[src/shared/scp_pkg.sv]
// Constants, register map and carrier types for the safety and pin control logic.
package scp_pkg;

  // ****************************************************************
  // Timing
  // ****************************************************************
  localparam int CLK_MHZ        = 125;
  localparam int SYNC_LEAD_US   = 20;
  localparam int DEBOUNCE_US    = 20;
  localparam int WDOG_REL_US    = 30;
  localparam int SYNC_LEAD_CYC  = SYNC_LEAD_US * CLK_MHZ;
  localparam int DEBOUNCE_CYC   = DEBOUNCE_US * CLK_MHZ;
  localparam int WDOG_REL_CYC   = WDOG_REL_US * CLK_MHZ;
  localparam int CNT_W          = 12;

  // ****************************************************************
  // Register map
  // ****************************************************************
  localparam logic [3:0] ADDR_CTRL   = 4'h0;
  localparam logic [3:0] ADDR_FLAGS  = 4'h1;
  localparam logic [3:0] ADDR_STATUS = 4'h2;
  localparam logic [3:0] ADDR_BUSID  = 4'h3;

  localparam int CTRL_PIN_SEL  = 0;
  localparam int CTRL_RUN_EN   = 1;
  localparam int CTRL_STBY_EN  = 2;
  localparam int CTRL_SOFT_SEL = 3;
  localparam int CTRL_WDI_SEL  = 4;
  localparam int CTRL_WDC_SEL  = 5;
  localparam int CTRL_HARD_SEL = 6;

  localparam int FLAG_SAFE = 0;
  localparam int FLAG_WDI  = 1;
  localparam int FLAG_SOFT = 2;
  localparam int FLAG_WDC  = 3;
  localparam int FLAG_HARD = 4;

  localparam logic [7:0] CTRL_RST  = 8'h00;
  localparam logic [4:0] FLAGS_RST = 5'h00;
  localparam logic [6:0] CFG_MODE_BUS_ADDR = 7'h08;

  // ****************************************************************
  // Types
  // ****************************************************************
  typedef enum logic [2:0] {
    FS_OFF, FS_RELEASED, FS_PRE_DOWN, FS_DOWN, FS_WDOG_HOLD
  } scp_fs_e;

  typedef struct packed {
    logic run_state;
    logic standby_state;
    logic off_mode;
    logic system_on;
    logic power_on_request;
    logic ready_to_sequence;
    logic outputs_off;
    logic fuses_loaded;
    logic power_up_event;
  } scp_sys_s;

  typedef struct packed {
    logic self_test_fail;
    logic regulator_fault;
    logic soft_fault_evt;
    logic wdog_input_evt;
    logic soft_wdog_reset;
    logic wdog_counter_reset;
    logic hard_wdog_reset;
    logic fault_timer_expired;
    logic fault_count_limit;
    logic wdog_count_limit;
    logic power_up_failure;
    logic thermal_shutdown;
    logic input_undervoltage_detect;
  } scp_evt_s;

  typedef struct packed {
    logic [2:0]       sync1;
    logic [2:0]       sync2;
    logic [7:0]       ctrl;
    logic [4:0]       flags;
    logic             safe_state;
    logic             safety_drive;
    logic             reg2_enable;
    scp_fs_e          fs;
    logic [CNT_W-1:0] cnt;
    logic [CNT_W-1:0] deb;
    logic             wdog_down;
    logic             fail_drive;
    logic             down_start;
    logic             fuse_reload;
    logic [7:0]       rdata;
    logic [6:0]       bus_addr;
  } scp_state_s;

endpackage : scp_pkg

[src/design/scp_pin_ctrl.sv]
// Regulator enable pin, safety output, configuration strap and fail-sync pin control.
`timescale 1ns/100ps
// Notes on behaviour
// - Select 0: regulator follows state enable; select 1: also needs enable pin high.
// - Run state uses run enable bit, standby state uses standby enable bit.
// - Read-only status bit mirrors the regulator enable pin level.
// - Fused bit picks active safe mode, else fault safe mode; no fuse means fault mode.
// - Active mode drives safety output low after fuse load while in safe state.
// - Active mode enters safe state on self-test, selected flags, hard reset, off reset, flag.
// - Every safe state entry drives output low and sets the safe state flag.
// - Safe state exits only with reset released, self-test clean, no faults, selected flags and safe flag clear.
// - Fault mode keeps output released unless an enabled fault selection asserts it.
// - Soft fault select latches regulator OV, UV or current limit faults onto output.
// - Watchdog input select latches watchdog input and soft resets onto output.
// - Watchdog counter select latches counter started watchdog resets onto output.
// - Hard fault select latches timer, counter, power up and thermal faults onto output.
// - Fault mode releases output once flags clear or input undervoltage is detected.
// - Strap high forces serial bus address 0x08.
// - Strap high disables watchdogs, and CRC and secure writes without power up event.
// - Fused fail-sync enable low makes the device ignore the fail-sync pin.
// - Internal hard shutdown pulls fail-sync low 20 us before power down starts.
// - Fail-sync pin is held low in all off modes.
// - External fail-sync low beyond 20 us debounce starts power down and is driven low.
// - Power on releases fail-sync and pauses power up while it is held low externally.
// - After hard watchdog power down, release pin after 30 us and reload fuse defaults.
module scp_pin_ctrl #(
  parameter bit HAS_SAFE_FUSE = 1'b1
) (
  input  wire logic            CLK,
  input  wire logic            SYS_RST,
  input  wire logic [3:0]      ADDR,
  input  wire logic [7:0]      WDATA,
  input  wire logic            WR,
  input  wire logic            RD,
  output logic      [7:0]      RDATA,
  input  wire scp_pkg::scp_sys_s SYS,
  input  wire scp_pkg::scp_evt_s EVT,
  input  wire logic            HOST_RESET_N,
  input  wire logic            FUSED_ACTIVE_SAFE_ENABLE,
  input  wire logic            FUSED_SYNC_FAIL_ENABLE,
  input  wire logic            FUSED_PIN_CONTROL_DEFAULT,
  input  wire logic [6:0]      FUSED_BUS_ADDR,
  input  wire logic            REGULATOR_TWO_ENABLE_PIN,
  input  wire logic            CONFIG_MODE_STRAP,
  input  wire logic            SYNC_FAIL_N_I,
  output logic                 SYNC_FAIL_N_O,
  output logic                 SYNC_FAIL_N_OE,
  output logic                 SAFETY_OUT_N_O,
  output logic                 SAFETY_OUT_N_OE,
  output logic                 REGULATOR_TWO_ENABLE,
  output logic [6:0]           BUS_ADDR,
  output logic                 WDOG_DISABLE,
  output logic                 CRC_SECURE_DISABLE,
  output logic                 POWER_UP_PAUSE,
  output logic                 POWER_DOWN_START,
  output logic                 FUSE_RELOAD
);

  // ****************************************************************
  // State
  // ****************************************************************
  scp_pkg::scp_state_s st_ff;
  scp_pkg::scp_state_s nxt_st;
  typedef logic [scp_pkg::CNT_W-1:0] scp_cnt_t;

  logic       en_pin_s;
  logic       strap_s;
  logic       fail_pin_s;
  logic       active_mode;
  logic       fs_en;
  logic       hard_shutdown;
  logic       state_term;
  logic       safe_entry;
  logic       safe_exit_ok;
  logic [4:0] flag_set;
  logic [4:0] flag_clr;

  // Only the second stage is read; the first feeds it alone.
  assign en_pin_s   = st_ff.sync2[0];
  assign strap_s    = st_ff.sync2[1];
  assign fail_pin_s = st_ff.sync2[2];

  assign active_mode = HAS_SAFE_FUSE && FUSED_ACTIVE_SAFE_ENABLE;
  assign fs_en       = FUSED_SYNC_FAIL_ENABLE;

  assign hard_shutdown = EVT.fault_timer_expired | EVT.fault_count_limit | EVT.wdog_count_limit
                       | EVT.power_up_failure | EVT.thermal_shutdown;

  // ****************************************************************
  // Combinational next state
  // ****************************************************************
  always_comb begin
    nxt_st = st_ff;
    nxt_st.down_start  = 1'b0;
    nxt_st.fuse_reload = 1'b0;
    nxt_st.rdata       = 8'h00;

    nxt_st.sync1 = {SYNC_FAIL_N_I, CONFIG_MODE_STRAP, REGULATOR_TWO_ENABLE_PIN};
    nxt_st.sync2 = st_ff.sync1;

    // Register writes.
    if (WR && ADDR == scp_pkg::ADDR_CTRL) begin
      nxt_st.ctrl = {1'b0, WDATA[6:0]};
    end
    // The pin control default comes from the fuses once they are loaded.
    if (SYS.fuses_loaded) begin
      nxt_st.ctrl[scp_pkg::CTRL_PIN_SEL] = FUSED_PIN_CONTROL_DEFAULT;
    end

    // Regulator two enable.
    if (SYS.run_state) begin
      state_term = st_ff.ctrl[scp_pkg::CTRL_RUN_EN];
    end else if (SYS.standby_state) begin
      state_term = st_ff.ctrl[scp_pkg::CTRL_STBY_EN];
    end else begin
      state_term = 1'b0;
    end
    nxt_st.reg2_enable = state_term && (!st_ff.ctrl[scp_pkg::CTRL_PIN_SEL] || en_pin_s);

    // Fault flag sources.
    flag_set = 5'h00;
    flag_set[scp_pkg::FLAG_SOFT] = st_ff.ctrl[scp_pkg::CTRL_SOFT_SEL] && EVT.soft_fault_evt;
    flag_set[scp_pkg::FLAG_WDI]  = st_ff.ctrl[scp_pkg::CTRL_WDI_SEL]
                                 && (EVT.wdog_input_evt || EVT.soft_wdog_reset);
    flag_set[scp_pkg::FLAG_WDC]  = st_ff.ctrl[scp_pkg::CTRL_WDC_SEL] && EVT.wdog_counter_reset;
    flag_set[scp_pkg::FLAG_HARD] = st_ff.ctrl[scp_pkg::CTRL_HARD_SEL] && hard_shutdown;

    // Active safe state tracking.
    safe_entry = EVT.self_test_fail
               || (st_ff.ctrl[scp_pkg::CTRL_WDI_SEL] && st_ff.flags[scp_pkg::FLAG_WDI])
               || (st_ff.ctrl[scp_pkg::CTRL_SOFT_SEL] && st_ff.flags[scp_pkg::FLAG_SOFT])
               || EVT.hard_wdog_reset
               || (SYS.off_mode && !HOST_RESET_N)
               || st_ff.flags[scp_pkg::FLAG_SAFE]
               || SYS.fuses_loaded;
    safe_exit_ok = HOST_RESET_N && !EVT.self_test_fail && !EVT.regulator_fault
                 && !(st_ff.ctrl[scp_pkg::CTRL_WDI_SEL] && st_ff.flags[scp_pkg::FLAG_WDI])
                 && !(st_ff.ctrl[scp_pkg::CTRL_SOFT_SEL] && st_ff.flags[scp_pkg::FLAG_SOFT]);
    if (active_mode) begin
      if (safe_entry) begin
        nxt_st.safe_state = 1'b1;
        // Entry from the released state raises the flag so the host must confirm.
        if (!st_ff.safe_state) begin
          flag_set[scp_pkg::FLAG_SAFE] = 1'b1;
        end
      end else if (safe_exit_ok) begin
        nxt_st.safe_state = 1'b0;
      end
    end else begin
      nxt_st.safe_state = 1'b0;
    end

    // Write one to clear; a set arriving in the same cycle wins.
    flag_clr = (WR && ADDR == scp_pkg::ADDR_FLAGS) ? WDATA[4:0] : 5'h00;
    nxt_st.flags = (st_ff.flags & ~flag_clr) | flag_set;

    // Safety output drive; faults stay latched through the flags.
    if (active_mode) begin
      nxt_st.safety_drive = nxt_st.safe_state;
    end else begin
      nxt_st.safety_drive = (|nxt_st.flags[4:1]) && !EVT.input_undervoltage_detect;
    end

    // Configuration strap effects.
    nxt_st.bus_addr = strap_s ? scp_pkg::CFG_MODE_BUS_ADDR : FUSED_BUS_ADDR;

    // Fail-sync sequencing.
    case (st_ff.fs)
      scp_pkg::FS_OFF: begin
        nxt_st.fail_drive = fs_en;
        nxt_st.cnt        = '0;
        nxt_st.deb        = '0;
        if (SYS.power_on_request && SYS.ready_to_sequence) begin
          nxt_st.fs         = scp_pkg::FS_RELEASED;
          nxt_st.fail_drive = 1'b0;
        end
      end
      scp_pkg::FS_RELEASED: begin
        nxt_st.fail_drive = 1'b0;
        if (fs_en && SYS.system_on && !fail_pin_s) begin
          nxt_st.deb = st_ff.deb + scp_cnt_t'(1);
        end else begin
          nxt_st.deb = '0;
        end
        if (SYS.off_mode) begin
          nxt_st.fs = scp_pkg::FS_OFF;
        end else if (hard_shutdown || EVT.hard_wdog_reset) begin
          nxt_st.wdog_down  = EVT.hard_wdog_reset;
          nxt_st.fail_drive = fs_en;
          nxt_st.cnt        = '0;
          nxt_st.fs         = scp_pkg::FS_PRE_DOWN;
        end else if (st_ff.deb == scp_cnt_t'(scp_pkg::DEBOUNCE_CYC - 1)) begin
          nxt_st.fail_drive = 1'b1;
          nxt_st.down_start = 1'b1;
          nxt_st.wdog_down  = 1'b0;
          nxt_st.fs         = scp_pkg::FS_DOWN;
        end
      end
      scp_pkg::FS_PRE_DOWN: begin
        // Without the fused enable the pin stays untouched and power down is not delayed.
        nxt_st.cnt = st_ff.cnt + scp_cnt_t'(1);
        if (!fs_en || st_ff.cnt == scp_cnt_t'(scp_pkg::SYNC_LEAD_CYC - 1)) begin
          nxt_st.down_start = 1'b1;
          nxt_st.fs         = scp_pkg::FS_DOWN;
        end
      end
      scp_pkg::FS_DOWN: begin
        nxt_st.cnt = '0;
        if (SYS.outputs_off) begin
          nxt_st.fs = st_ff.wdog_down ? scp_pkg::FS_WDOG_HOLD : scp_pkg::FS_OFF;
        end
      end
      scp_pkg::FS_WDOG_HOLD: begin
        nxt_st.cnt = st_ff.cnt + scp_cnt_t'(1);
        if (st_ff.cnt == scp_cnt_t'(scp_pkg::WDOG_REL_CYC - 1)) begin
          nxt_st.fail_drive  = 1'b0;
          nxt_st.fuse_reload = 1'b1;
          nxt_st.wdog_down   = 1'b0;
          nxt_st.deb         = '0;
          nxt_st.fs          = scp_pkg::FS_RELEASED;
        end
      end
      default: begin
        nxt_st.fs = scp_pkg::FS_OFF;
      end
    endcase
    if (!fs_en) begin
      nxt_st.fail_drive = 1'b0;
    end

    // Register reads, answered one cycle later.
    if (RD) begin
      if (ADDR == scp_pkg::ADDR_CTRL) begin
        nxt_st.rdata = st_ff.ctrl;
      end else if (ADDR == scp_pkg::ADDR_FLAGS) begin
        nxt_st.rdata = {3'h0, st_ff.flags};
      end else if (ADDR == scp_pkg::ADDR_STATUS) begin
        nxt_st.rdata = {2'h0, active_mode, st_ff.safe_state, fail_pin_s,
                        st_ff.safety_drive, strap_s, en_pin_s};
      end else if (ADDR == scp_pkg::ADDR_BUSID) begin
        nxt_st.rdata = {1'b0, st_ff.bus_addr};
      end else begin
        nxt_st.rdata = 8'h00;
      end
    end
  end

  // ****************************************************************
  // Registers
  // ****************************************************************
  always_ff @(posedge CLK or posedge SYS_RST) begin
    if (SYS_RST) begin
      st_ff          <= '0;
      st_ff.ctrl     <= scp_pkg::CTRL_RST;
      st_ff.flags    <= scp_pkg::FLAGS_RST;
      st_ff.fs       <= scp_pkg::FS_OFF;
      st_ff.bus_addr <= scp_pkg::CFG_MODE_BUS_ADDR;
    end else begin
      st_ff <= nxt_st;
    end
  end

  // ****************************************************************
  // Outputs
  // ****************************************************************
  assign RDATA                = st_ff.rdata;
  assign REGULATOR_TWO_ENABLE = st_ff.reg2_enable;
  assign SAFETY_OUT_N_O       = 1'b0;
  assign SAFETY_OUT_N_OE      = st_ff.safety_drive;
  assign SYNC_FAIL_N_O        = 1'b0;
  assign SYNC_FAIL_N_OE       = st_ff.fail_drive;
  assign BUS_ADDR             = st_ff.bus_addr;
  assign WDOG_DISABLE         = strap_s;
  assign CRC_SECURE_DISABLE   = strap_s && !SYS.power_up_event;
  // Power up waits while a peer still holds the shared line low.
  assign POWER_UP_PAUSE       = fs_en && !SYS.system_on && st_ff.fs == scp_pkg::FS_RELEASED
                              && !fail_pin_s;
  assign POWER_DOWN_START     = st_ff.down_start;
  assign FUSE_RELOAD          = st_ff.fuse_reload;

endmodule : scp_pin_ctrl

[config.mk]
export PLATFORM = sky130hd
export DESIGN_NAME = scp_pin_ctrl
export DESIGN_NICKNAME = d
export VERILOG_FILES = /design/src/shared/scp_pkg.sv /design/src/design/scp_pin_ctrl.sv
export SDC_FILE = /design/constraint.sdc
export NUM_CORES = 1
export LEC_CHECK = 0
export CAP_MARGIN = 5
export CELL_PAD_IN_SITES_DETAIL_PLACEMENT = 0
export CELL_PAD_IN_SITES_GLOBAL_PLACEMENT = 2
export CORE_MARGIN = 2
export CORE_UTILIZATION = 42
export CTS_BUF_LIST = sky130_fd_sc_hd__clkbuf_16
export DETAILED_ROUTE_END_ITERATION = 8
export DONT_BUFFER_PORTS = 1
export PLACE_DENSITY_LB_ADDON = 0.3
export SLEW_MARGIN = 20
export SYNTH_ARGS = -nofsm -noshare
export SYNTH_HDL_FRONTEND = slang
export SYNTH_SLANG_ARGS = --single-unit
[constraint.sdc]
create_clock -name CLK -period 2.78 [get_ports CLK]
set_input_delay 0.278 -clock CLK [delete_from_list [all_inputs] [get_ports CLK]]
set_output_delay 0.278 -clock CLK [all_outputs]
set_load 0.005 [all_outputs]
# Yosys cells after proc, flatten, opt, wreduce, memory -nomap -nowiden
# Index checks and enable logic that the tools add are counted.
# Widths: inputs -> output; s select.
# classes
add_sub_neg	2
eq_ne	20
n_mux	45
n_bitwise	7
reduce_logical	57
# ops
cell	n
$pmux 12 s3	2
$mux 7	6
$eq 12x12->1 const B	3
$mux 12	3
$mux 3	10
$add 12x1->12 const B	2
$logic_and 1x1->1	22
$mux 1	17
$pmux 3 s5	1
$mux 14	1
$ne 2x2->1 const B	6
$logic_not 1->1	11
$logic_or 1x1->1	10
$eq 4x2->1 const B	2
$eq 3x2->1 const B	2
$ne 3x3->1 const B	2
$reduce_bool 3->1	2
$and 5x5->5	1
$mux 5	1
$not 5->5	1
$or 5x5->5	1
$reduce_and 5->1	1
$eq 4x1->1 const B	1
$logic_not 4->1	1
other kinds (15)	22
# totals
register_bits	67
input_bits	52
out_inout_bits	25

# Longest topological paths before layout
# Gate-level depths: netlist of the first run.
# depth
ltp_word	13
depth_mapped	8
mapped_depth_nobuf	7

# Worst setup path after synthesis of the first run
# No wires, ideal clock.
# synth_path
kind	reg-to-reg
startpoint	reg st_ff[34] (netlist name)
endpoint	reg st_ff[28] (netlist name)
setup_time_ns	0.128
arrival_time_ns	1.605
required_ns	2.652
slack_ns	1.048
path_stages_with_launch	7
period_less_slack_ns	1.732
path_cell_list	dfrtp_1 -> or3b_4 -> o41ai_2 -> nand2b_1 -> buf_6 -> o21ai_2 -> o41ai_2
# synth_via
elab_chain_len	3
# synth_rtl
element	line_no	source
start, declared	scp_pin_ctrl.sv:62	scp_pkg::scp_state_s st_ff;
start signal, assigned	scp_pin_ctrl.sv:259	st_ff <= nxt_st;
$eq 12x12->1	scp_pin_ctrl.sv:215	if (st_ff.cnt == scp_cnt_t'(scp_pkg::WDOG_REL_CYC - 1)) begin
$ne 2x2->1 (no line)	--	
$reduce_and 2->1 (no line)	--	
# No other way between the ends.
# A chain may end at the register's enable or synchronous reset.

# Worst setup path after layout of the first run
# layout_path
startpoint	reg st_ff[34] (netlist name)
endpoint	reg st_ff, in the netlist SYNC_FAIL_N_OE
# layout_via
elab_chain_len	3
# layout_rtl
element	line_no
$eq 12x12->1	scp_pin_ctrl.sv:215
$ne 3x3->1 (no line)	--
$reduce_and 2->1 (no line)	--
# No other way between the ends.

==> results.ini, run 1 <==
[clock_network]
clk_latency_ns=0.33
post-cts-setup-buffers=0
root_buffer=clkbuf_16
cts.sinks=66
cts.reportedPaths.clkPinSlew_ns=0.06
cts_resized=0
clock_path_buffers=2
cts_buffers=9
cts_tree=built
cts_htree_levels=3

[timing]
tightestPinTransition_ns=0.6919
setup_violations=0
max_freq_mhz=473.9
fin_skew_ns=0.006658
setup_tns_ns=0
max-slew-margin-rel_pct=53.59
slew_violations=0
finalCritPeriodShare_pct=75.90
period_minus_slack_ns=2.110
hold_viol=0
rsz0062_at_grt=false
setup_ws_ns=0.6700

[power]
ir_worst_vdd_v=0.0003078
leakage_uw=0.001487
power_uw=2768
cellPowerDensity_mw_per_mm2=748.0

[cells_and_area]
fin_area_mm2=0.003700
instances_no_fill=439
drive_gt1_share_pct=12.46
n_antenna_cell=0
area_growth_pct=8.954
fin_nets=387

[logic_synthesis]
synth_top_flop_cell=dfrtp_1
yosysTopAreaCellShare_pct=47.90
netlist_area_mm2=0.003396
syn_area_per_cell_um2=10.02
async_reset_ff_share_pct=100.0
synth_area_leaders=dfrtp_1 (48%), o21ai_0 (4.6%), buf_4 (4.0%)
ys_seq_area_share_pct=48.67
yosys_warnings=0
ys_top_cells_by_count=dfrtp_1 (65), nand2_1 (31), o21ai_0 (31)
synth_cell_types=56
synth_enable_flop_cells=0
yosysMostFrequentCell=dfrtp_1
yosysTopAreaCell=dfrtp_1
synthCells=339
ys_ff_latch=66

[placement]
post-place-ws_ns=0.6763
place_inst=419
dp.final_hpwl_um=5734
routabilityCongestion=0.7741
placed_area_mm2=0.003356
io_buffers=0

[worst_setup_path]
start_kind=register
cp.arrival_ns=2.29
worstPathRequired_ns=2.96
startpoint=st_ff[34]
crit_path_end_kind=register
r2r-end=SYNC_FAIL_N_OE
worstSetupPathType=reg2reg
r2r_slack_ns=0.67
crit_fanout=14
reg2reg_from=st_ff[34]
worstRegToRegCells=5

[global_route]
overflow=0
grt_pass1_wl_um=12810
grtUsageTotal_pct=19.06
grt_antenna_before_repair=0
first_global_vias=2493
grt_max_degree=43

[hold_path]
hold_end=BUS_ADDR[3]
hold_start=FUSED_BUS_ADDR[3]
hold_depth=1
hp-class=in2reg

[detailed_routing]
ant_nets=0
route.detailed.drc=0
num_vias=2483
routed_wl_um=7854
drt-wirelength-per-cell_um=17.89
dr.pass1.iters=4
drt_iter0_markers=83
viasPerCell=5.656

[floorplan]
start_util_pct=43.72
core-area_mm2=0.007767
die_y_um=93.92
num_io_pins=77
dieArea_mm2=0.008820
die_w_um=93.92
rows=32

[run_status]
status=complete, no violations

[run]
cap_violations=0

[flip-flops by register name (all words and copies together), names as in the netlist]
signal and cells:
SYNC_FAIL_N_OE 1, BUS_ADDR 7, en_pin_s 1, RDATA 7, st_ff 41, WDOG_DISABLE 1
REGULATOR_TWO_ENABLE 1, FUSE_RELOAD 1, SAFETY_OUT_N_OE 1, POWER_DOWN_START 1, fail_pin_s 1, nxt_st 3
[through the flow]
stage	hold WS [ns]	utilization (%)
after floorplan	0.3094	-
after global placement	0.2266	43.20
after detailed placement	0.2333	43.20
after CTS	0.04564	47.63
after global routing	0.03807	47.63
final	0.05873	47.63
[layout by cell type, fill, tap and decap left out, drive strengths merged, types with 8 or more instances in the layout]
cell and n:
nor3 8, nor2b 11, nand3 11, xor2 8, clkbuf 9, dfrtp 65
a21oi 11, nor2 23, inv 10, o21ai 39, nand2 31, nand2b 9
[power by group]
part	internal [uW]	switching, uW	leakage, uW
combinational	172	259	0.000505
clock	700	441	0.000138
sequential	1060	139	0.000844
total	1930	839	0.00149
[layout make-up]
type,instances,area [um2]
fillers,759,4068
flip-flops and latches,66,1653
multi-input cells,238,1511
clock buffers,9,225.2
well taps,102,127.6
clock inverters,7,78.83
repair buffers,8,70.07
inverters,9,33.78
[worst max path at each step]
stage | cells past startpoint | endpoint
2_1_floorplan | 1 | BUS_ADDR[0]
3_3_place_gp | 5 | SYNC_FAIL_N_OE
3_5_place_dp | 5 | SYNC_FAIL_N_OE
4_1_cts | 5 | SYNC_FAIL_N_OE
5_1_grt | 5 | SYNC_FAIL_N_OE
6_report | 5 | SYNC_FAIL_N_OE
[worst max-delay path, cell delays in order (launching register included)]
cell	delay, ns
dfrtp_1	0.44
or3b_4	0.43
o41ai_2	0.35
nand2b_1	0.37
a31oi_1	0.27
a221oi_1	0.10
[what timing repair did]
item,CTS,global route
setup endpoints to repair,0,0
hold buffers,4,0
endpoints found under the hold margin,29,0
[routing by layer]
metal	GRT usage, %	wire (um)
met1	25.90	3684
met2	29.17	3654
met3	6.260	383
met4	5.435	131
met5	0	0
[logic make-up (layout without fill, tap and decap cells)]
group | Yosys count | in the layout | synth area share (%)
other | 1 | 3 | 0.1104
adders and majority gates | 3 | 3 | 1.105
DFF | 66 | 66 | 48.67
AOI/OAI and AO/OA | 94 | 94 | 18.94
xor gates and xnor gates | 10 | 10 | 2.579
buffers and inverters | 37 | 33 | 7.037
muxes | 8 | 8 | 2.579
and+or+nand+nor | 120 | 120 | 18.98
Power figures use the tool's default switching activity.
==> inputs of run 2 (changes only) <==
Settings changed: CORE_UTILIZATION 42 to 35.
Clock period 2.78 ns to 1.9 ns, I/O delays scaled along.
==> run 2 against run 1 <==
- total power up 49%
- sequential share of layout area down 3.4 points
- clock power up 36%
==> results.ini, run 2 (synthesis results as in run 1) <==
[run_status]
status=complete, no violations  ; unchanged

[cells_and_area]
n_antenna_cell=0  ; unchanged
area_growth_pct=17.98  ; was 8.954%
max_flop_register=st_ff  ; unchanged
instances_no_fill=497  ; was 439
final_common_cell=dfrtp_1  ; unchanged
n_fill_cell=926  ; was 759
drive_gt1_share_pct=16.30  ; was 12.46%
final_cell_mix=dfrtp_1 (65), nand2_1 (31), o21ai_0 (31)  ; unchanged
largest_reg_flops=41  ; unchanged
fin_nets=418  ; was 387

[timing]
hold_viol=0  ; unchanged
slew_violations=0  ; unchanged
fin_skew_ns=0.007031  ; was 0.006658 ns
max_freq_mhz=546.5  ; was 473.9 MHz
setup_violations=0  ; unchanged
hold_slack_ns=0.01652  ; was 0.05873 ns
finalCritPeriodShare_pct=96.31  ; was 75.90%
period_minus_slack_ns=1.830  ; was 2.110 ns
setup_tns_ns=0  ; unchanged
rsz0062_at_grt=true  ; was false

[placement]
routabilityCongestion=0.7687  ; was 0.7741
dp.final_hpwl_um=5845  ; was 5734 um
place_inst=463  ; was 419
io_buffers=0  ; unchanged

[detailed_routing]
ant_nets=0  ; unchanged
num_vias=2600  ; was 2483
dr.pass1.iters=5  ; was 4
routed_wl_um=8205  ; was 7854 um
viasPerCell=5.231  ; was 5.656
drt-wirelength-per-cell_um=16.51  ; was 17.89 um
drt_iter0_markers=112  ; was 83
route.detailed.drc=0  ; unchanged

[worst_setup_path]
crit_fanout=14  ; unchanged
slowest_delay_ns=0.43  ; was 0.44 ns
cpLargestDelayFamily=compound AO/OA/AOI/OAI gates  ; was simple AND/OR/NAND/NOR gates
critical_path.slowest_cell=or3b_4  ; was dfrtp_1
crit_path_end_kind=register  ; unchanged
worstPathRequired_ns=2.09  ; was 2.96 ns
cp_num_buf_inv=1  ; was 0
cp.arrival_ns=2.02  ; was 2.29 ns
worstPathCellList=or3b_4 > o41ai_4 > nand2b_1 > buf_4 > a31oi_1 > a221oi_1  ; was or3b_4 > o41ai_2 > nand2b_1 > a31oi_1 > a221oi_1
worstSetupPathType=reg2reg  ; unchanged
start_kind=register  ; unchanged

[power]
cellPowerDensity_mw_per_mm2=1027  ; was 748.0 mW/mm2
leakage_uw=0.001632  ; was 0.001487 uW
ir_worst_vdd_v=0.0003684  ; was 0.0003078 V

[floorplan]
die_w_um=102.5  ; was 93.92 um
die_y_um=102.5  ; was 93.92 um
dieArea_mm2=0.01051  ; was 0.008820 mm2
rows=35  ; was 32
start_util_pct=36.41  ; was 43.72%
core-area_mm2=0.009328  ; was 0.007767 mm2
num_io_pins=77  ; unchanged

[clock_network]
cts_htree_levels=3  ; unchanged
cts.sinks=66  ; unchanged
root_buffer=clkbuf_16  ; unchanged
clk_latency_ns=0.32  ; was 0.33 ns
cts.reportedPaths.clkPinSlew_ns=0.06  ; about the same
post-cts-setup-buffers=0  ; unchanged
clock_path_buffers=2  ; unchanged
cts_tree=built  ; unchanged
cts_buffers=9  ; unchanged

[global_route]
grt_pass1_wl_um=13400  ; was 12810 um
grt_antenna_before_repair=0  ; unchanged
grt_max_degree=67  ; was 43
first_global_vias=2556  ; was 2493
grtUsageTotal_pct=16.88  ; was 19.06%
overflow=0  ; unchanged

[hold_path]
hp-class=in2reg  ; unchanged

[run]
cap_violations=0  ; unchanged

-- run 2: changes by cell type in the layout (fill, tap and decap cells not counted), sizes merged --
cell / change
inv: +1
buf: +17
dlygate4sd3: +14
bufinv: -1
-- run 2: area by class of cell --
cell class | instances | area [um2] | area share [%]
clock inverter | 7 | 53.80 | 1.343
sequential | 66 | 1653 | 41.26
timing repair buffer | 39 | 350.3 | 8.745
clock buffer | 9 | 225.2 | 5.621
multi-input combinational | 238 | 1529 | 38.16
tap | 129 | 161.4 | 4.029
inverter | 9 | 33.78 | 0.8432
-- run 2: per-stage QoR --
stage | setup slack (ns) | instance area [um2] | util (%) | power, uW
2_1_floorplan | 0.05685 | 3403 | - | 2298
3_3_place_gp | 0.08809 | 3530 | 37.84 | 2543
3_5_place_dp | 0.09985 | 3530 | 37.84 | 2554
4_1_cts | 0.08951 | 3979 | 42.66 | 4173
5_1_grt | -0.03452 | 4006 | 42.95 | 4365
6_report | 0.07008 | 4006 | 42.95 | 4116
-- run 2: where the power goes --
group / switching (uW) / internal [uW] / total [uW]
Clock: 659 / 891 / 1550
Combinational: 495 / 390 / 885
Sequential: 133 / 1550 / 1680
-- run 2: worst register-to-register path, delay by kind of cell (launching register included) --
family / cells / cell delay [ns]
buffers and inverters: 1 / 0.19
flip-flops: 1 / 0.37
AO/OA/AOI/OAI: 3 / 0.62
AND/OR/NAND/NOR: 2 / 0.51
-- run 2: worst paths after layout --
kind	from	to	slack (ns)	cells after the start
min in group asynchronous	SYS_RST	nxt_st[63]	0.39	3
max in group asynchronous	SYS_RST	BUS_ADDR[3]	1.20	3
worst max register to register	st_ff[34]	SYNC_FAIL_N_OE	0.07	6
worst min register to register	nxt_st[63]	WDOG_DISABLE	0.35	0
worst max-delay path	st_ff[34]	SYNC_FAIL_N_OE	0.07	6
worst min-delay path	WDATA[4]	st_ff[58]	0.02	1
-- run 2: repair_timing --
item,4_1_cts,5_1_grt
endpoints found under the setup margin,0,4
gates resized for setup,0,2
endpoints found under the hold margin,84,1
hold buffers,17,1
-- run 2: layer usage --
layer / part of all wire [%] / global-route usage (%)
met1: 48 / 24.00
met2: 47 / 25.54
met3: 3.8 / 3.254
met4: 0.77 / 6.462
met5: 0 / 0
